### src/fdi_pkg.sv
package fdi_pkg;

  // ----------------------------------------------------------------
  // Clock and timing
  // ----------------------------------------------------------------
  localparam int unsigned CLK_MHZ          = 200;
  localparam int unsigned STEP_MIN_NS      = 200;
  localparam int unsigned READ_PULSE_NS    = 1000;
  localparam int unsigned POWER_SAVE_MS    = 50;
  localparam int unsigned UP_TO_SPEED_MS   = 250;
  localparam int unsigned RESTORE_STEP_MS  = 3;
  // Least time rounds up, pulse width is nominal
  localparam int unsigned STEP_MIN_CYC     = (STEP_MIN_NS * CLK_MHZ + 999) / 1000;
  localparam int unsigned READ_PULSE_CYC   = (READ_PULSE_NS * CLK_MHZ) / 1000;
  localparam int unsigned POWER_SAVE_CYC   = POWER_SAVE_MS * CLK_MHZ * 1000;
  localparam int unsigned UP_TO_SPEED_CYC  = UP_TO_SPEED_MS * CLK_MHZ * 1000;
  localparam int unsigned RESTORE_STEP_CYC = RESTORE_STEP_MS * CLK_MHZ * 1000;

  // ----------------------------------------------------------------
  // Track geometry
  // ----------------------------------------------------------------
  localparam logic [6:0] TRACK_LAST    = 7'd79;
  localparam logic [6:0] TRACK_REDUCED = 7'd40;

  // ----------------------------------------------------------------
  // Register map
  // ----------------------------------------------------------------
  localparam logic [7:0]  OFS_CTRL       = 8'h00;
  localparam logic [7:0]  OFS_STATUS     = 8'h04;
  localparam logic [7:0]  OFS_STEPS      = 8'h08;
  localparam int unsigned CTRL_DESEL_BIT = 0;
  localparam int unsigned CTRL_RESTO_BIT = 1;
  localparam logic [31:0] CTRL_RESET     = 32'h0000_0000;

  // ----------------------------------------------------------------
  // Types
  // ----------------------------------------------------------------
  typedef enum logic [3:0] {
    ST_CFG    = 4'b0001,
    ST_SEEK0  = 4'b0010,
    ST_SETTLE = 4'b0100,
    ST_RUN    = 4'b1000
  } fdi_state_t;

  typedef struct packed {
    logic unit_choose_line_n;
    logic spindle_request_n;
    logic head_move_pulse_n;
    logic seek_direction;
    logic record_gate_n;
    logic head_choice;
    logic flux_write_pulses_n;
  } fdi_host_in_t;

  typedef struct packed {
    logic door_closed;
    logic protect_tab;
    logic hard_sector;
    logic index_hole;
    logic sector_hole;
    logic track0_sensor;
    logic flux_detect;
  } fdi_mech_in_t;

  typedef struct packed {
    logic tpi96;
    logic ready_full;
    logic single_sided;
  } fdi_jumper_t;

  typedef struct packed {
    logic revolution_marker_n;
    logic home_track_flag_n;
    logic media_locked_n;
    logic flux_read_pulses_n;
    logic ready_n;
  } fdi_host_out_t;

  typedef struct packed {
    logic step_pulse;
    logic step_inward;
    logic stepper_full_power;
    logic write_current_en;
    logic write_current_reduced;
    logic write_flux_toggle;
    logic head_upper;
    logic read_enable;
    logic spindle_on;
  } fdi_mech_out_t;

endpackage : fdi_pkg

### src/fdi_drive.sv
module fdi_drive #(
  parameter int unsigned POWER_SAVE_CYC   = fdi_pkg::POWER_SAVE_CYC,
  parameter int unsigned UP_TO_SPEED_CYC  = fdi_pkg::UP_TO_SPEED_CYC,
  parameter int unsigned RESTORE_STEP_CYC = fdi_pkg::RESTORE_STEP_CYC
) (
  input  wire logic                   pclk,
  input  wire logic                   presetn,
  input  wire logic                   psel,
  input  wire logic                   penable,
  input  wire logic                   pwrite,
  input  wire logic [7:0]             paddr,
  input  wire logic [31:0]            pwdata,
  output logic      [31:0]            prdata,
  output logic                        pready,
  output logic                        pslverr,
  input  wire fdi_pkg::fdi_host_in_t  host_in,
  input  wire fdi_pkg::fdi_mech_in_t  mech_in,
  input  wire fdi_pkg::fdi_jumper_t   jumper_in,
  output fdi_pkg::fdi_host_out_t      host_out,
  output fdi_pkg::fdi_host_out_t      host_oe,
  output fdi_pkg::fdi_mech_out_t      mech_out
);

  // ----------------------------------------------------------------
  // Pin synchronisers
  // ----------------------------------------------------------------
  fdi_pkg::fdi_host_in_t host_m, host_s;
  fdi_pkg::fdi_mech_in_t mech_m, mech_s;
  fdi_pkg::fdi_jumper_t  jmp_m, jmp_s, cfg;

  always_ff @(posedge pclk or negedge presetn) begin
    if (!presetn) begin
      host_m <= '1;
      host_s <= '1;
      mech_m <= '0;
      mech_s <= '0;
      jmp_m  <= '0;
      jmp_s  <= '0;
    end else begin
      host_m <= host_in;
      host_s <= host_m;
      mech_m <= mech_in;
      mech_s <= mech_m;
      jmp_m  <= jumper_in;
      jmp_s  <= jmp_m;
    end
  end

  // ----------------------------------------------------------------
  // Registers and shared decode
  // ----------------------------------------------------------------
  fdi_pkg::fdi_state_t state;
  logic [31:0] ctrl;
  logic [31:0] steps;
  logic [6:0]  track;
  logic        restore_req;
  logic        hmp_d, fwp_d, flux_d, trk0_d, idx_d;
  logic [7:0]  low_cnt;
  logic        dir_lat;
  logic [31:0] ps_cnt;
  logic [31:0] spin_cnt;
  logic        index_seen;
  logic [7:0]  rd_cnt;
  logic [31:0] rs_cnt;

  wire selected   = !host_s.unit_choose_line_n && !ctrl[fdi_pkg::CTRL_DESEL_BIT];
  wire spindle_on = !host_s.spindle_request_n;
  wire protect    = mech_s.protect_tab;
  wire at_zero    = (track == 7'd0);
  wire running    = (state == fdi_pkg::ST_RUN);
  wire writing    = selected && !host_s.record_gate_n && !protect;
  wire up_to_speed = spindle_on && (spin_cnt >= UP_TO_SPEED_CYC);

  // Trailing edge of a long enough low pulse
  wire step_edge   = !hmp_d && host_s.head_move_pulse_n;
  wire step_long   = (low_cnt >= 8'(fdi_pkg::STEP_MIN_CYC));
  wire step_inward = !dir_lat;
  wire step_block  = !host_s.record_gate_n
                  || (!step_inward && at_zero)
                  || !selected
                  || (cfg.tpi96 && step_inward && track == fdi_pkg::TRACK_LAST)
                  || (cfg.tpi96 && !mech_s.door_closed);
  wire step_ok     = running && step_edge && step_long && !step_block;
  wire rs_step     = (state == fdi_pkg::ST_SEEK0) && !mech_s.track0_sensor;

  function automatic logic rise(input logic prev, input logic now);
    rise = !prev && now;
  endfunction : rise

  always_ff @(posedge pclk or negedge presetn) begin
    if (!presetn) begin
      hmp_d  <= 1'b1;
      fwp_d  <= 1'b1;
      flux_d <= 1'b0;
      trk0_d <= 1'b0;
      idx_d  <= 1'b0;
    end else begin
      hmp_d  <= host_s.head_move_pulse_n;
      fwp_d  <= host_s.flux_write_pulses_n;
      flux_d <= mech_s.flux_detect;
      trk0_d <= mech_s.track0_sensor;
      idx_d  <= mech_s.index_hole;
    end
  end

  // ----------------------------------------------------------------
  // Step pulse qualification
  // ----------------------------------------------------------------
  // Width counter saturates so a stuck line cannot wrap into a short pulse
  always_ff @(posedge pclk or negedge presetn) begin
    if (!presetn) begin
      low_cnt <= 8'h00;
    end else if (host_s.head_move_pulse_n) begin
      low_cnt <= 8'h00;
    end else if (!step_long) begin
      low_cnt <= low_cnt + 8'h01;
    end
  end

  always_ff @(posedge pclk or negedge presetn) begin
    if (!presetn) begin
      dir_lat <= 1'b1;
    end else if (hmp_d && !host_s.head_move_pulse_n) begin
      dir_lat <= host_s.seek_direction;
    end
  end

  // ----------------------------------------------------------------
  // Configuration capture and restore sequence
  // ----------------------------------------------------------------
  // Synchroniser holds reset values for two edges; capture only after that
  logic [1:0] cfg_age;
  wire        cfg_ready = (cfg_age == 2'd2);

  always_ff @(posedge pclk or negedge presetn) begin
    if (!presetn) begin
      cfg_age <= 2'd0;
    end else if (!cfg_ready) begin
      cfg_age <= cfg_age + 2'd1;
    end
  end

  always_ff @(posedge pclk or negedge presetn) begin
    if (!presetn) begin
      cfg <= '0;
    end else if (state == fdi_pkg::ST_CFG && cfg_ready) begin
      cfg <= jmp_s;
    end
  end

  always_ff @(posedge pclk or negedge presetn) begin
    if (!presetn) begin
      state  <= fdi_pkg::ST_CFG;
      rs_cnt <= 32'h0000_0000;
    end else begin
      unique case (state)
        fdi_pkg::ST_CFG: begin
          if (cfg_ready) begin
            state <= jmp_s.tpi96 ? fdi_pkg::ST_SEEK0 : fdi_pkg::ST_RUN;
          end
        end
        fdi_pkg::ST_SEEK0: begin
          if (mech_s.track0_sensor) begin
            state <= fdi_pkg::ST_RUN;
          end else begin
            rs_cnt <= RESTORE_STEP_CYC;
            state  <= fdi_pkg::ST_SETTLE;
          end
        end
        fdi_pkg::ST_SETTLE: begin
          if (rs_cnt <= 32'h0000_0001) begin
            state <= fdi_pkg::ST_SEEK0;
          end else begin
            rs_cnt <= rs_cnt - 32'h0000_0001;
          end
        end
        fdi_pkg::ST_RUN: begin
          if (restore_req) begin
            state <= fdi_pkg::ST_SEEK0;
          end
        end
      endcase
    end
  end

  // ----------------------------------------------------------------
  // Track counter
  // ----------------------------------------------------------------
  // Cleared on the sensor's rising edge, or on its level in ST_SEEK0, so a lagging
  // sensor after an inward step does not wipe the new count
  always_ff @(posedge pclk or negedge presetn) begin
    if (!presetn) begin
      track <= 7'd0;
    end else if (step_ok) begin
      track <= step_inward ? track + 7'd1 : track - 7'd1;
    end else if (rise(trk0_d, mech_s.track0_sensor)) begin
      track <= 7'd0;
    end else if (state == fdi_pkg::ST_SEEK0 && mech_s.track0_sensor) begin
      track <= 7'd0;
    end
  end

  // ----------------------------------------------------------------
  // Stepper power save and spindle
  // ----------------------------------------------------------------
  // Counter starts at zero, so spinning up alone never raises power
  always_ff @(posedge pclk or negedge presetn) begin
    if (!presetn) begin
      ps_cnt <= 32'h0000_0000;
    end else if (step_ok || rs_step) begin
      ps_cnt <= POWER_SAVE_CYC;
    end else if (ps_cnt != 32'h0000_0000) begin
      ps_cnt <= ps_cnt - 32'h0000_0001;
    end
  end

  always_ff @(posedge pclk or negedge presetn) begin
    if (!presetn) begin
      spin_cnt <= 32'h0000_0000;
    end else if (!spindle_on) begin
      spin_cnt <= 32'h0000_0000;
    end else if (!up_to_speed) begin
      spin_cnt <= spin_cnt + 32'h0000_0001;
    end
  end

  always_ff @(posedge pclk or negedge presetn) begin
    if (!presetn) begin
      index_seen <= 1'b0;
    end else if (!spindle_on || !mech_s.door_closed) begin
      index_seen <= 1'b0;
    end else if (rise(idx_d, mech_s.index_hole)) begin
      index_seen <= 1'b1;
    end
  end

  // ----------------------------------------------------------------
  // Read pulse stretcher
  // ----------------------------------------------------------------
  always_ff @(posedge pclk or negedge presetn) begin
    if (!presetn) begin
      rd_cnt <= 8'h00;
    end else if (rise(flux_d, mech_s.flux_detect) && selected && !writing) begin
      rd_cnt <= 8'(fdi_pkg::READ_PULSE_CYC);
    end else if (rd_cnt != 8'h00) begin
      rd_cnt <= rd_cnt - 8'h01;
    end
  end

  // ----------------------------------------------------------------
  // Pin outputs
  // ----------------------------------------------------------------
  logic ready;
  always_comb begin
    ready = selected && mech_s.door_closed && spindle_on;
    if (cfg.ready_full) begin
      ready = ready && index_seen && up_to_speed;
    end
    ready = ready && cfg.tpi96;
  end

  always_ff @(posedge pclk or negedge presetn) begin
    if (!presetn) begin
      host_out <= '1;
    end else begin
      host_out.revolution_marker_n <= !(selected && (mech_s.index_hole
                                     || (mech_s.hard_sector && mech_s.sector_hole)));
      host_out.home_track_flag_n   <= !(selected && at_zero && running);
      host_out.media_locked_n      <= !(selected && protect);
      host_out.flux_read_pulses_n  <= !(selected && rd_cnt != 8'h00);
      host_out.ready_n             <= !ready;
    end
  end

  // Open collector: pulled low exactly when the level is low
  assign host_oe = ~host_out;

  always_ff @(posedge pclk or negedge presetn) begin
    if (!presetn) begin
      mech_out <= '0;
    end else begin
      mech_out.step_pulse            <= step_ok || rs_step;
      mech_out.step_inward           <= step_ok && step_inward;
      mech_out.stepper_full_power    <= !cfg.tpi96 || step_ok || rs_step
                                        || ps_cnt != 32'h0000_0000;
      mech_out.write_current_en      <= writing;
      mech_out.write_current_reduced <= writing && cfg.tpi96
                                        && track >= fdi_pkg::TRACK_REDUCED;
      mech_out.head_upper            <= !cfg.single_sided && !host_s.head_choice;
      mech_out.read_enable           <= selected && host_s.record_gate_n;
      mech_out.spindle_on            <= spindle_on;
      if (writing && fwp_d && !host_s.flux_write_pulses_n) begin
        mech_out.write_flux_toggle <= !mech_out.write_flux_toggle;
      end
    end
  end

  // ----------------------------------------------------------------
  // APB slave
  // ----------------------------------------------------------------
  // Zero wait states; unmapped offsets answer with pslverr
  wire apb_acc   = psel && penable;
  wire map_hit   = paddr == fdi_pkg::OFS_CTRL || paddr == fdi_pkg::OFS_STATUS
                || paddr == fdi_pkg::OFS_STEPS;
  wire ctrl_wr   = apb_acc && pwrite && paddr == fdi_pkg::OFS_CTRL;

  assign pready  = 1'b1;
  assign pslverr = apb_acc && !map_hit;

  always_ff @(posedge pclk or negedge presetn) begin
    if (!presetn) begin
      ctrl <= fdi_pkg::CTRL_RESET;
    end else if (ctrl_wr) begin
      ctrl <= {31'h0000_0000, pwdata[fdi_pkg::CTRL_DESEL_BIT]};
    end
  end

  always_ff @(posedge pclk or negedge presetn) begin
    if (!presetn) begin
      restore_req <= 1'b0;
    end else if (ctrl_wr && pwdata[fdi_pkg::CTRL_RESTO_BIT]) begin
      restore_req <= 1'b1;
    end else if (running) begin
      restore_req <= 1'b0;
    end
  end

  // Write to the step count clears it; a step in the same cycle still counts
  always_ff @(posedge pclk or negedge presetn) begin
    if (!presetn) begin
      steps <= 32'h0000_0000;
    end else if (step_ok) begin
      steps <= (apb_acc && pwrite && paddr == fdi_pkg::OFS_STEPS) ? 32'h0000_0001
                                                                  : steps + 32'h0000_0001;
    end else if (apb_acc && pwrite && paddr == fdi_pkg::OFS_STEPS) begin
      steps <= 32'h0000_0000;
    end
  end

  always_comb begin
    prdata = 32'h0000_0000;
    if (psel && !pwrite) begin
      unique case (paddr)
        fdi_pkg::OFS_CTRL:   prdata = ctrl;
        fdi_pkg::OFS_STATUS: prdata = {17'h00000, up_to_speed, !running,
                                       mech_out.stepper_full_power, protect, writing,
                                       selected, ready, at_zero, track};
        fdi_pkg::OFS_STEPS:  prdata = steps;
        default:             prdata = 32'h0000_0000;
      endcase
    end
  end

  // ----------------------------------------------------------------
  // Checks
  // ----------------------------------------------------------------
  chk_step_inward: assert property (@(posedge pclk) disable iff (!presetn)
    step_ok && step_inward |=> track == $past(track) + 7'd1)
    else $error("inward step did not advance track");

  chk_step_gated: assert property (@(posedge pclk) disable iff (!presetn)
    step_edge && (!host_s.record_gate_n || !selected) |=> !mech_out.step_pulse)
    else $error("step taken while write gated or deselected");

  chk_step_width: assert property (@(posedge pclk) disable iff (!presetn)
    step_ok |-> $past(!host_s.head_move_pulse_n, 40))
    else $error("step accepted from short pulse");

  chk_write_prot: assert property (@(posedge pclk) disable iff (!presetn)
    protect ##1 protect |-> !mech_out.write_current_en)
    else $error("write current on protected media");

  chk_read_gate: assert property (@(posedge pclk) disable iff (!presetn)
    mech_out.write_current_en |-> !mech_out.read_enable)
    else $error("reading while writing");

  chk_read_pulse: assert property (@(posedge pclk) disable iff (!presetn)
    $fell(host_out.flux_read_pulses_n) && selected
      |-> ##1 (!host_out.flux_read_pulses_n || !selected)[*8])
    else $error("read pulse too short");

  chk_marker_sect: assert property (@(posedge pclk) disable iff (!presetn)
    selected && !mech_s.hard_sector && !mech_s.index_hole |=> host_out.revolution_marker_n)
    else $error("sector pulse on soft sectored media");

  chk_home_flag: assert property (@(posedge pclk) disable iff (!presetn)
    selected && running && track != 7'd0 |=> host_out.home_track_flag_n)
    else $error("home flag away from track zero");

  chk_cfg_hold: assert property (@(posedge pclk) disable iff (!presetn)
    state != fdi_pkg::ST_CFG |=> $stable(cfg))
    else $error("jumper setting changed after power up");

  chk_power_drop: assert property (@(posedge pclk) disable iff (!presetn)
    cfg.tpi96 && ps_cnt == 32'h0000_0001 && !step_ok && !rs_step
      ##1 !step_ok && !rs_step |=> !mech_out.stepper_full_power)
    else $error("stepper power not reduced after idle time");

  chk_desel_quiet: assert property (@(posedge pclk) disable iff (!presetn)
    !selected ##1 !selected |-> host_out == '1)
    else $error("status driven while deselected");

endmodule : fdi_drive

### config.mk
export PLATFORM = sky130hd
export DESIGN_NAME = fdi_drive
export DESIGN_NICKNAME = d
export VERILOG_FILES = /design/src/fdi_pkg.sv /design/src/fdi_drive.sv
export SDC_FILE = /design/constraint.sdc
export NUM_CORES = 1
export LEC_CHECK = 0
export BUFFER_PORTS_ARGS = -buffer_cell sky130_fd_sc_hd__buf_2
export CELL_PAD_IN_SITES_DETAIL_PLACEMENT = 0
export CELL_PAD_IN_SITES_GLOBAL_PLACEMENT = 1
export CORE_AREA = 10 10 131 222
export CTS_CLUSTER_DIAMETER = 150
export CTS_CLUSTER_SIZE = 24
export DETAILED_ROUTE_END_ITERATION = 12
export DIE_AREA = 0 0 141 232
export PLACE_DENSITY_LB_ADDON = 0.1
export SETUP_SLACK_MARGIN = 0.1
export SYNTH_ARGS = -nofsm -noshare
export SYNTH_HDL_FRONTEND = slang
export SYNTH_SLANG_ARGS = --single-unit
### constraint.sdc
create_clock -name pclk -period 2.4 [get_ports pclk]
set_input_delay 0.24 -clock pclk [delete_from_list [all_inputs] [get_ports pclk]]
set_output_delay 0.24 -clock pclk [all_outputs]
set_load 0.02 [all_outputs]
==> metrics.txt <==
outcome=complete, but fails checks; failing checks=setup timing; via count=slightly below 8k; # nets final=1293; Inst Count DP=approximately 1.5k; Crit path max-delay family=simple AND/OR/NAND/NOR gates; Setup Crit Path Kind=flip-flop to output port; synth warn=0; Ant. Diodes=0; Post-synth ARST share=1.00; Worst Max-Slew Pin Slew=about 0.66 ns; max-slew violation count=0; crit path capture type=output port; Crit path arrival time=2.37 ns; routing usage on met3=0.0223; met2 GRT Util=0.283; met1 usage=0.170; Final Core Density=0.526; initial antenna violation count=0; number of I/O pins=115; Min-Delay Path Class=primary input to flip-flop; H-tree depth=1; row cnt=77; CTS Sinks=around 220; clk buf depth=3; fin crit share=1.09; Starting Density=0.404; HPWL Detailed=between 15000 and 20000 um; Final Wtd Congestion=0.771; grt ovf=0; Critical Path RT=2.16 ns; final setup violation count=11; vias in the first global route=slightly above 8k; placed standard-cell area=11800 um2; post-synth cell types=68; share of cells above drive strength 1=0.295; Synth Net Count=1099; register clock-pin slew on the reported worst setup and hold paths=0.10 ns; CTS Buf Count=13; Avg Cell Area, Syn=10.0 um2; hold_ws=slightly below 0.2 ns; clk_skew=0.0361 ns; Max-Slew Margin vs Limit=0.554; Via density=5.16; Most Used Layer, Global Route=met2; CP Launch Type=flip-flop; critical path fanouts, max=2; CP max stage delay=0.54 ns; total core area=25200 um2; worst path cell trace=or4_4 > nor2_4 > o31ai_4 > a31oi_4 > nor2_4 > buf_6 > a22oi_2 > nor2_1 > buf_4; Die H=~230 um; worst vdd ir=754 uV; fin area=13300 um2; Crit path buffers/inverters=2; register area share after synthesis=0.535; CP max stage cell=or4_4; fmax=~0.38 GHz; area of the mapped netlist=between 10000 and 15000 um2; worst-skew pair later-pin latency=roughly 0.49 ns; Total Wirelength=25300 um; largest net degree at the start of global routing=74; GRT Resource Usage Total=0.150; IO buf count=83; fill count=2353; Synth Register Bits=approximately 220; number of synthesized flops with an enable pin=0; global-route wire length before repair=41300 um; Critical Path Most Common Cell=nor2_4; Power Dens Cells=725 nW/um2; Iteration-0 DRC Markers=261; Period minus WS final=2.61 ns; drt first pass iters=4; maxcap violations=0; prevailing post-synth register cell=dfrtp_1; synthesized instance count=about 1.0k; clock tree from TritonCTS=done; die area=roughly 33000 um2; RSZ-0062 raised after global routing=yes; Pleak=between 5 and 6 nW; setup ws final=-0.213 ns; fin cells=1536; Die X=141 um; antenna viol nets, final=0; DR DRC count=0; area added between synthesis and finish=29.9%; routed len/inst=16.5 um; Fin. Hold Viols=0; CTS root buf=clkbuf_16
==> routing by layer <==
metal,up-vias,part of all wire
met5,-,0
met4,0,0.021
met3,24,0.036
met2,108,0.54
met1,3895,0.41
li1,3903,-
==> cell usage in the layout (no fill, tap or decap), types with 20 or more instances in the layout <==
master	netlist	final
and2_1	26	26
nor4_1	29	20
dfrtp_1	194	191
nand3_1	51	39
nor2_1	140	133
nand2_1	78	62
xor2_1	52	51
buf_4	1	90
a21oi_1	33	29
xnor2_1	50	45
buf_2	4	79
dfstp_2	23	23
o21ai_0	36	25
nor3_1	34	26
dlygate4sd3_1	0	20
inv_1	27	27
==> through the flow <==
stage,TNS [ns],power (W),setup WS [ns]
2_1_floorplan,-0.188,0.00599,-0.141
3_3_place_gp,-0.141,0.00695,-0.0592
3_5_place_dp,-0.282,0.00699,-0.0930
4_1_cts,-1.25,0.00956,-0.390
5_1_grt,-3.12,0.0102,-0.319
6_report,-0.917,0.00962,-0.213
==> path summary, 6_finish.rpt <==
path	start	end	slack, ns	cells after the start
min reg2reg	mech_m[5]$_DFF_PN0_	protect$_DFF_PN0_	0.35	0
max in group asynchronous	presetn	host_s[2]$_DFF_PN1_	1.28	3
min in group asynchronous	presetn	spin_cnt[14]$_DFFE_PN0P_	0.26	2
min	paddr[3]	restore_req$_DFFE_PN0P_	0.20	3
max	spin_cnt[10]$_DFFE_PN0P_	prdata[14]	-0.21	9
max reg2reg	rs_cnt[7]$_DFFE_PN0P_	rs_cnt[31]$_DFFE_PN0P_	-0.13	7
==> power breakdown <==
group          total [W]  switching [W]  internal [W]
Combinational    0.00264        0.00144       0.00120
Sequential       0.00462       0.000462       0.00416
Clock            0.00235        0.00130       0.00105
==> cell usage after synthesis (19+ instances only) <==
cell type	count	area share
xnor2_1	50	0.043
nor4_1	29	0.018
nor2_1	140	0.051
xor2_1	52	0.045
or3_1	21	0.013
inv_1	27	0.0099
nand4_1	19	0.012
nand3_1	51	0.025
nand2_1	78	0.029
o21ai_0	36	0.018
clkbuf_1	34	0.012
a21oi_1	33	0.016
and2_1	26	0.016
dfstp_2	23	0.059
nor3_1	34	0.017
dfrtp_1	194	0.48
==> cell families (layout without fill, tap and decap cells) <==
group | count (synthesis) | in the layout | share of synthesized area
other | 1 | 1 | 0.000367
XOR/XNOR | 102 | 102 | 0.0875
buffers and inverters | 68 | 268 | 0.0259
AND/OR/NAND/NOR | 484 | 484 | 0.243
flip-flops | 217 | 217 | 0.535
AO/OA/AOI/OAI | 123 | 123 | 0.0784
adder cells (fa/ha/maj) | 17 | 17 | 0.0216
multiplexers | 8 | 8 | 0.00846
==> area by class of cell <==
cell class / instances / area, um2 / area share
Clock buffer: 19 / 348 / 0.0262
Inverter: 28 / 108 / 0.00811
Tap cell: 316 / 395 / 0.0298
Sequential cell: 217 / 5460 / 0.412
Timing Repair Buffer: 219 / 1740 / 0.131
Multi-Input combinational cell: 735 / 5180 / 0.390
Clock inverter: 2 / 38.8 / 0.00292
==> tightest hold or removal path, cell delays in order <==
cell and delay, ns:
buf_2 0.14, nor4_1 0.09, a22o_1 0.17
==> flip-flops by register name, indices dropped and copies added, names as in the netlist, 8 cells and up <==
signal	count
low_cnt	8
ps_cnt	32
spin_cnt	32
rs_cnt	32
steps	32
mech_out	9
rd_cnt	8
==> what timing repair did <==
item / in CTS / in global routing
hold buffers: 20 / 0
hold endpoints to repair: 73 / 0
gates resized for setup: 72 / 89
endpoints found under the setup margin: 55 / 110
pin swaps: 37 / 44
setup buffers: 6 / 17
gates cloned: 0 / 1
Power figures use the tool's default switching activity.
